==> src/nibble_alu_pkg.sv <==
// constants, opcodes and register map of the nibble logic/skip/rotate unit
package nibble_alu_pkg;
  localparam int unsigned NIB_W = 4;
  localparam int unsigned MADR_W = 11;
  localparam int unsigned AV_AW = 5;
  localparam int unsigned AV_DW = 32;
  // register byte offsets
  localparam logic [AV_AW-1:0] OFS_CMD = 5'h00;
  localparam logic [AV_AW-1:0] OFS_OPND = 5'h04;
  localparam logic [AV_AW-1:0] OFS_PSW = 5'h08;
  localparam logic [AV_AW-1:0] OFS_ADDR = 5'h0c;
  localparam logic [AV_AW-1:0] OFS_RES = 5'h10;
  // operand register fields
  localparam int unsigned OPND_REG_LSB = 0;
  localparam int unsigned OPND_MEM_LSB = 4;
  localparam int unsigned OPND_IMM_LSB = 8;
  // program status word bits
  localparam int unsigned PSW_IDX_EN = 0;
  localparam int unsigned PSW_ZF = 1;
  localparam int unsigned PSW_CY = 2;
  localparam int unsigned PSW_CMP = 3;
  localparam int unsigned PSW_BCD = 4;
  // address register fields
  localparam int unsigned ADDR_MEM_LSB = 0;
  localparam int unsigned ADDR_IX_LSB = 16;
  // reset values
  localparam logic [NIB_W-1:0] NIB_RST = 4'h0;
  localparam logic [MADR_W-1:0] MADR_RST = 11'h000;
  localparam logic [AV_DW-1:0] RD_RST = 32'h0000_0000;
  localparam logic PSW_FLAG_RST = 1'b0;
  typedef enum logic [NIB_W-1:0] {
    OP_OR_RM = 4'h0,
    OP_AND_RM = 4'h1,
    OP_XOR_RM = 4'h2,
    OP_OR_MI = 4'h3,
    OP_AND_MI = 4'h4,
    OP_XOR_MI = 4'h5,
    OP_SKIP_BITS_TRUE = 4'h6,
    OP_SKIP_BITS_FALSE = 4'h7,
    OP_SKIP_EQUAL = 4'h8,
    OP_SKIP_NOT_EQUAL = 4'h9,
    OP_SKIP_GREATER_EQUAL = 4'ha,
    OP_SKIP_LESS = 4'hb,
    OP_ROTATE_RIGHT_CARRY = 4'hc,
    OP_ADD_WITH_CARRY_RR = 4'hd
  } op_t;
endpackage

==> src/nibble_alu.sv <==
// nibble logic, skip and rotate datapath with an avalon-mm register port
//
// The Avalon-MM interface to the registers and the register offsets were chosen for this implementation.
`timescale 1ns/1ps
`default_nettype none
// Summary of operation
// - or combines two nibbles bitwise, one where either bit is one
// - and combines two nibbles bitwise, one only where both bits are one
// - xor combines two nibbles bitwise, one where the bits differ
// - register-memory form writes the register, memory-immediate form writes memory
// - bit tests act on a memory nibble with a four-bit immediate mask
// - bit tests ignore decimal mode and keep carry and zero flags
// - either bit test clears the compare-only flag
// - with index enable set, bit tests use the index-modified address
// - bits-true test skips when all masked memory bits are one
// - bits-false test skips when all masked memory bits are zero
// - skip-if-equal skips when memory equals the immediate
// - skip-if-not-equal skips when memory differs from the immediate
// - skip-if-greater-equal skips when memory is at least the immediate
// - skip-if-less skips when memory is below the immediate
// - compare skips take only memory against an immediate operand
// - compare skips ignore decimal and compare flags, keep carry and zero
// - rotate right takes only the general register as operand
// - rotate right: carry into bit 3, bits shift down, bit 0 to carry
// - rotate right changes only register and carry, ignores mode flags
// - register plus itself with carry gives a left rotate through carry
// - logical operations ignore mode flags and keep carry and zero
module nibble_alu
(
  // clock, reset, enable
  input wire logic core_clk_in,
  input wire logic rstn_in,
  input wire logic ce_in,
  // avalon-mm slave
  input wire logic [nibble_alu_pkg::AV_AW-1:0] avs_address_in,
  input wire logic avs_read_in,
  input wire logic avs_write_in,
  input wire logic [nibble_alu_pkg::AV_DW-1:0] avs_writedata_in,
  output logic [nibble_alu_pkg::AV_DW-1:0] avs_readdata_out,
  output logic avs_waitrequest_out,
  // results to the sequencer
  output logic [nibble_alu_pkg::NIB_W-1:0] reg_res_out,
  output logic [nibble_alu_pkg::NIB_W-1:0] mem_res_out,
  output logic reg_wr_out,
  output logic mem_wr_out,
  output logic skip_out,
  output logic [nibble_alu_pkg::MADR_W-1:0] eaddr_out
);
  import nibble_alu_pkg::*;

  typedef struct packed {
    logic ack;
    logic wreq;
    logic [AV_DW-1:0] rdata;
    op_t op;
    logic [NIB_W-1:0] reg_v;
    logic [NIB_W-1:0] mem_v;
    logic [NIB_W-1:0] imm_v;
    logic idx_en;
    logic zf;
    logic cy;
    logic cmpf;
    logic bcd;
    logic [MADR_W-1:0] maddr;
    logic [MADR_W-1:0] ix;
    logic [NIB_W-1:0] reg_res;
    logic [NIB_W-1:0] mem_res;
    logic reg_we;
    logic mem_we;
    logic skip;
    logic supp;
    logic [MADR_W-1:0] eaddr;
  } state_t;

  state_t s_ff;
  state_t nxt_s;

  logic req;
  logic wr_hit;
  logic exec;
  logic go;
  op_t op;
  logic [MADR_W-1:0] eff;

  assign req = avs_read_in | avs_write_in;
  // a write lands only at the edge where waitrequest is seen low
  assign wr_hit = avs_write_in & s_ff.ack;
  assign exec = wr_hit & (avs_address_in == OFS_CMD);
  assign go = exec & ~s_ff.skip;
  assign op = op_t'(avs_writedata_in[NIB_W-1:0]);
  // index register ors into bank and address
  assign eff = s_ff.idx_en ? (s_ff.maddr | s_ff.ix) : s_ff.maddr;

  always_comb begin
    logic [NIB_W:0] sum;
    logic [AV_DW-1:0] rd;
    sum = {1'b0, s_ff.reg_v} + {1'b0, s_ff.reg_v} + {{NIB_W{1'b0}}, s_ff.cy};
    rd = RD_RST;
    nxt_s = s_ff;
    nxt_s.reg_we = 1'b0;
    nxt_s.mem_we = 1'b0;
    unique case (avs_address_in)
      OFS_CMD: rd = AV_DW'(s_ff.op);
      OFS_OPND: rd = AV_DW'({s_ff.imm_v, s_ff.mem_v, s_ff.reg_v});
      OFS_PSW: rd = AV_DW'({s_ff.bcd, s_ff.cmpf, s_ff.cy, s_ff.zf, s_ff.idx_en});
      OFS_ADDR: rd = {5'h00, s_ff.ix, 5'h00, s_ff.maddr};
      OFS_RES: begin
        rd = {5'h00, s_ff.eaddr, 6'h00, s_ff.supp, s_ff.skip,
              s_ff.mem_res, s_ff.reg_res};
      end
      default: rd = RD_RST;
    endcase
    // one wait cycle per access, then a single acknowledge cycle
    if (req && !s_ff.ack) begin
      nxt_s.ack = 1'b1;
      nxt_s.wreq = 1'b0;
      nxt_s.rdata = rd;
    end else begin
      nxt_s.ack = 1'b0;
      nxt_s.wreq = 1'b1;
    end
    if (wr_hit) begin
      unique case (avs_address_in)
        OFS_OPND: begin
          nxt_s.reg_v = avs_writedata_in[OPND_REG_LSB +: NIB_W];
          nxt_s.mem_v = avs_writedata_in[OPND_MEM_LSB +: NIB_W];
          nxt_s.imm_v = avs_writedata_in[OPND_IMM_LSB +: NIB_W];
        end
        OFS_PSW: begin
          nxt_s.idx_en = avs_writedata_in[PSW_IDX_EN];
          nxt_s.zf = avs_writedata_in[PSW_ZF];
          nxt_s.cy = avs_writedata_in[PSW_CY];
          nxt_s.cmpf = avs_writedata_in[PSW_CMP];
          nxt_s.bcd = avs_writedata_in[PSW_BCD];
        end
        OFS_ADDR: begin
          nxt_s.maddr = avs_writedata_in[ADDR_MEM_LSB +: MADR_W];
          nxt_s.ix = avs_writedata_in[ADDR_IX_LSB +: MADR_W];
        end
        default: ;
      endcase
    end
    if (exec && s_ff.skip) begin
      // fetched but dropped: no register, memory or flag change
      nxt_s.skip = 1'b0;
      nxt_s.supp = 1'b1;
      nxt_s.op = op;
    end else if (go) begin
      nxt_s.op = op;
      nxt_s.skip = 1'b0;
      nxt_s.supp = 1'b0;
      // memory-touching ops report their (possibly indexed) address
      if (op != OP_ROTATE_RIGHT_CARRY && op != OP_ADD_WITH_CARRY_RR) begin
        nxt_s.eaddr = eff;
      end
      // mode flags and carry/zero are left alone unless named below
      case (op)
        OP_OR_RM: begin
          nxt_s.reg_res = s_ff.reg_v | s_ff.mem_v;
          nxt_s.reg_v = s_ff.reg_v | s_ff.mem_v;
          nxt_s.reg_we = 1'b1;
        end
        OP_AND_RM: begin
          nxt_s.reg_res = s_ff.reg_v & s_ff.mem_v;
          nxt_s.reg_v = s_ff.reg_v & s_ff.mem_v;
          nxt_s.reg_we = 1'b1;
        end
        OP_XOR_RM: begin
          nxt_s.reg_res = s_ff.reg_v ^ s_ff.mem_v;
          nxt_s.reg_v = s_ff.reg_v ^ s_ff.mem_v;
          nxt_s.reg_we = 1'b1;
        end
        OP_OR_MI: begin
          nxt_s.mem_res = s_ff.mem_v | s_ff.imm_v;
          nxt_s.mem_v = s_ff.mem_v | s_ff.imm_v;
          nxt_s.mem_we = 1'b1;
        end
        OP_AND_MI: begin
          nxt_s.mem_res = s_ff.mem_v & s_ff.imm_v;
          nxt_s.mem_v = s_ff.mem_v & s_ff.imm_v;
          nxt_s.mem_we = 1'b1;
        end
        OP_XOR_MI: begin
          nxt_s.mem_res = s_ff.mem_v ^ s_ff.imm_v;
          nxt_s.mem_v = s_ff.mem_v ^ s_ff.imm_v;
          nxt_s.mem_we = 1'b1;
        end
        OP_SKIP_BITS_TRUE: begin
          // mask in the immediate, memory operand only
          nxt_s.skip = (s_ff.mem_v & s_ff.imm_v) == s_ff.imm_v;
          nxt_s.cmpf = 1'b0;
        end
        OP_SKIP_BITS_FALSE: begin
          nxt_s.skip = (s_ff.mem_v & s_ff.imm_v) == NIB_RST;
          nxt_s.cmpf = 1'b0;
        end
        OP_SKIP_EQUAL: nxt_s.skip = s_ff.mem_v == s_ff.imm_v;
        OP_SKIP_NOT_EQUAL: nxt_s.skip = s_ff.mem_v != s_ff.imm_v;
        // unsigned nibble compares
        OP_SKIP_GREATER_EQUAL: nxt_s.skip = s_ff.mem_v >= s_ff.imm_v;
        OP_SKIP_LESS: nxt_s.skip = s_ff.mem_v < s_ff.imm_v;
        OP_ROTATE_RIGHT_CARRY: begin
          nxt_s.reg_res = {s_ff.cy, s_ff.reg_v[NIB_W-1:1]};
          nxt_s.reg_v = {s_ff.cy, s_ff.reg_v[NIB_W-1:1]};
          nxt_s.cy = s_ff.reg_v[0];
          nxt_s.reg_we = 1'b1;
        end
        OP_ADD_WITH_CARRY_RR: begin
          // register doubled plus carry: bit 3 out, carry in at bit 0
          nxt_s.reg_res = sum[NIB_W-1:0];
          nxt_s.reg_v = sum[NIB_W-1:0];
          nxt_s.cy = sum[NIB_W];
          if (sum[NIB_W-1:0] != NIB_RST) begin
            nxt_s.zf = 1'b0;
          end
          nxt_s.reg_we = 1'b1;
        end
        default: ;
      endcase
    end
  end

  always_ff @(posedge core_clk_in or negedge rstn_in) begin
    if (!rstn_in) begin
      s_ff.ack <= 1'b0;
      s_ff.wreq <= 1'b1;
      s_ff.rdata <= RD_RST;
      s_ff.op <= OP_OR_RM;
      s_ff.reg_v <= NIB_RST;
      s_ff.mem_v <= NIB_RST;
      s_ff.imm_v <= NIB_RST;
      s_ff.idx_en <= PSW_FLAG_RST;
      s_ff.zf <= PSW_FLAG_RST;
      s_ff.cy <= PSW_FLAG_RST;
      s_ff.cmpf <= PSW_FLAG_RST;
      s_ff.bcd <= PSW_FLAG_RST;
      s_ff.maddr <= MADR_RST;
      s_ff.ix <= MADR_RST;
      s_ff.reg_res <= NIB_RST;
      s_ff.mem_res <= NIB_RST;
      s_ff.reg_we <= 1'b0;
      s_ff.mem_we <= 1'b0;
      s_ff.skip <= 1'b0;
      s_ff.supp <= 1'b0;
      s_ff.eaddr <= MADR_RST;
    end else if (ce_in) begin
      s_ff <= nxt_s;
    end
  end

  assign avs_readdata_out = s_ff.rdata;
  assign avs_waitrequest_out = s_ff.wreq;
  assign reg_res_out = s_ff.reg_res;
  assign mem_res_out = s_ff.mem_res;
  assign reg_wr_out = s_ff.reg_we;
  assign mem_wr_out = s_ff.mem_we;
  assign skip_out = s_ff.skip;
  assign eaddr_out = s_ff.eaddr;

  logic run;
  assign run = ce_in & go;
endmodule
`default_nettype wire

==> config.mk <==
export PLATFORM = sky130hd
export DESIGN_NAME = nibble_alu
export DESIGN_NICKNAME = d
export VERILOG_FILES = /design/src/nibble_alu_pkg.sv /design/src/nibble_alu.sv
export SDC_FILE = /design/constraint.sdc
export NUM_CORES = 1
export LEC_CHECK = 0
export BUFFER_PORTS_ARGS = -buffer_cell sky130_fd_sc_hd__buf_2
export CORE_MARGIN = 3
export CORE_UTILIZATION = 40
export CTS_CLUSTER_DIAMETER = 80
export DETAILED_ROUTE_END_ITERATION = 7
export HOLD_SLACK_MARGIN = 0.15
export PLACE_DENSITY = 0.72
export SKIP_LAST_GASP = 1
export SYNTH_ARGS = -nofsm -noshare
export SYNTH_HDL_FRONTEND = slang
export SYNTH_SLANG_ARGS = --single-unit
==> constraint.sdc <==
create_clock -name core_clk_in -period 4.8 [get_ports core_clk_in]
set_clock_uncertainty 0.15 [all_clocks]
set_input_delay 0.96 -clock core_clk_in [delete_from_list [all_inputs] [get_ports core_clk_in]]
set_output_delay 0.96 -clock core_clk_in [all_outputs]
set_load 0.01 [all_outputs]
==> metrics.cfg <==
[global_routing]
grtUsageTotal_pct = 18.73
grt_pass1_wl_mm = 21.31
grt_pass1_vias = 4070
antenna_found_initial = 0
grt_max_degree = 51
grt-ovfl-total = 0

[finish]
drive_gt1_share_pct = 28.93
final_area_mm2 = 0.005598
mostFrequentLayoutCells = dfrtp_1, buf_2, nand2_1
syn_to_final_growth_pct = 9.953
diodes = 0
num-nets-final = 582
layout_commonest_cell = dfrtp_1

[route]
wl_met2_mm = 6.504
dr.first_iter.drc_count = 344
num_vias = 3874
first_pass_iters = 6
wirelength_mm = 12.99
met3_length_um = 741
wl_per_cell_um = 18.82
vias_per_cell = 5.614
top_layer = met4
wl_met1_mm = 5.551
post-route-drc-count = 0
drt.antenna.violating_nets = 0

[logic_synthesis]
ys_types = 56
synth-async-reset-ratio_pct = 100.0
synth_compound_area_share_pct = 18.85
ys.flop_type = dfrtp_1
yosys.area_share.adder_pct = 5.652
synth_top_family_by_area = compound AO/OA/AOI/OAI gates
yosysWarnings = 0
synth-xor-area-share_pct = 0.1720
synthesis.area_mm2 = 0.005091
synth_top_area_share_pct = 44.24
synth_top_area_cell = dfrtp_1
avgSynthCellArea_um2 = 10.29
ys_seq_elements = 91
yosysSeqAreaShare_pct = 44.75
syn_inst = 495
synth-edff-count = 0
yosys.area_share.simple_pct = 10.10
synth_area_leaders = dfrtp_1, buf_4, mux2_2
muxShareOfSynthArea_pct = 9.093

[timing]
finalHoldViolations = 0
clock.fmax_mhz = 303.8
slew_viol_final = 0
worst_pin_slew_ns = 1.084
finalSetupViolCount = 0
rsz0062_at_grt = no
fin_crit_ns = 3.292
slew_headroom_pct = 27.53
setup_tns_ns = 0
hold_slack_ns = 0.3246
finalCritPeriodShare_pct = 68.58
setup_slack_ns = 1.508

[power_and_ir_drop]
p_per_area_mw_per_mm2 = 352.7
vdd_drop_max_mv = 0.1759
leakagePower_nw = 2.711

[clocking]
clk_pin_slew_ns = 0.06
post-cts-setup-buffer-count = 0
clk_latency_ns = 0.34
cts_resized = 0
clock-sinks = 91
htreeDepth = 3
tritoncts = done
cts_hold_buf = 0
cts_buffer_depth = 2
numCtsBuffers = 9
clockRootBuffer = clkbuf_16

[critical_path]
slowest_delay_ns = 0.76
crit_family = simple AND/OR/NAND/NOR gates
critPathRequiredTime_ns = 4.87
arrival_ns = 3.36
cp-end-kind = flop
cpMaxStageDelayCell = nand2_1
cp_max_fo = 23
critPathKind = input port to flop
critical_path.cell_chain = buf_2 > nor3_1 > and3_2 > nand2_1 > mux2_2
cp-start-kind = input port
crit_buf_inv = 1

[placement]
dp_slack_ns = 1.197
place_area_mm2 = 0.005254
gp_congestion = 0.9048
dpl.hpwl_mm = 9.455
port_buffers = 78

[floorplanning]
ioPinCount = 97
die_y_um = 118.8
core_mm2 = 0.01221
start_util_pct = 41.69
die_area_mm2 = 0.01412
rows = 40
die_x_um = 118.8

[hold_path]
min_path_type = flop to flop

[run_status]
status = completed

[run]
drv_cap = 0

metal layers:
layer  vias to the layer above  GRT usage, %
li1                       1769             -
met1                      1937         23.72
met2                       153         32.22
met3                        15         4.226
met4                         0         5.214
met5                         -             0
worst register-to-register path: cells and delay by family (launching register included):
kind	cells	cell delay (ns)
simple gates	3	1.10
compound gates	1	0.07
mux	1	0.18
buf+inv	1	0.16
flops	1	0.49
fa+ha+maj	1	0.34
logic make-up (layout without fill, tap and decap cells):
group,after synthesis,after routing
buffers and inverters,98,117
XOR/XNOR,1,1
flip-flops,91,91
AND/OR/NAND/NOR,99,99
adder cells (fa/ha/maj),23,23
AO/OA/AOI/OAI,140,140
other,1,9
multiplexers,42,42
power by group:
part           internal (W)  switching, W
clock              0.000524      0.000291
sequential         0.000822     0.0000683
combinational      0.000118      0.000151
state kept, by name (all words and copies together) (netlist names):
register and count:
s_ff 45, avs_readdata_out 23, eaddr_out 11, mem_res_out 4
reg_res_out 4, avs_waitrequest_out 1, mem_wr_out 1, reg_wr_out 1
skip_out 1
layout make-up:
| cell class | count | area (µm²) |
|---|---|---|
| repair buffers | 83 | 430.4 |
| well taps | 168 | 210.2 |
| clock buffers | 12 | 246.5 |
| inverters | 18 | 67.56 |
| clock inverters | 4 | 97.59 |
| multi-input cells | 314 | 2267 |
| fillers | 1191 | 6614 |
| flip-flops and latches | 91 | 2278 |
Yosys cell counts (2+ instances only):
cell	n
a21o_1	4
a21oi_1	31
a22o_1	9
a22oi_1	29
a31oi_1	2
a32oi_1	3
and2_1	3
and3_2	3
and3b_2	2
buf_2	9
buf_4	52
clkbuf_1	18
dfrtp_1	90
ha_1	23
inv_1	18
mux2_2	34
mux2i_1	8
nand2_1	36
nand2b_1	3
nand3_1	6
nor2_1	23
nor3_1	3
o21a_1	5
o21ai_0	31
o221a_2	8
o22ai_1	4
o32a_1	4
or3_1	4
or4_1	3
path summary, 6_finish.rpt:
path	cells after the start	startpoint	endpoint	slack, ns
worst max-delay path	5	avs_address_in[4]	s_ff[29]	1.51
worst min-delay path	2	avs_readdata_out[18]	avs_readdata_out[18]	0.32
worst max register to register	7	s_ff[56]	skip_out	2.24
worst min register to register	2	avs_readdata_out[18]	avs_readdata_out[18]	0.32
max in group asynchronous	2	rstn_in	s_ff[24]	3.01
min in group asynchronous	1	rstn_in	s_ff[26]	0.50
through the flow:
stage / power [W] / util [%] / cells
after CTS: 0.001984 / 45.84 / 690
after global placement: 0.001158 / 43.02 / 674
after global routing: 0.002055 / 45.84 / 690
final: 0.001974 / 45.84 / 690
after detailed placement: 0.001171 / 43.02 / 674
after floorplan: 0.001078 / - / 503
(Power assumes the default switching activity.)
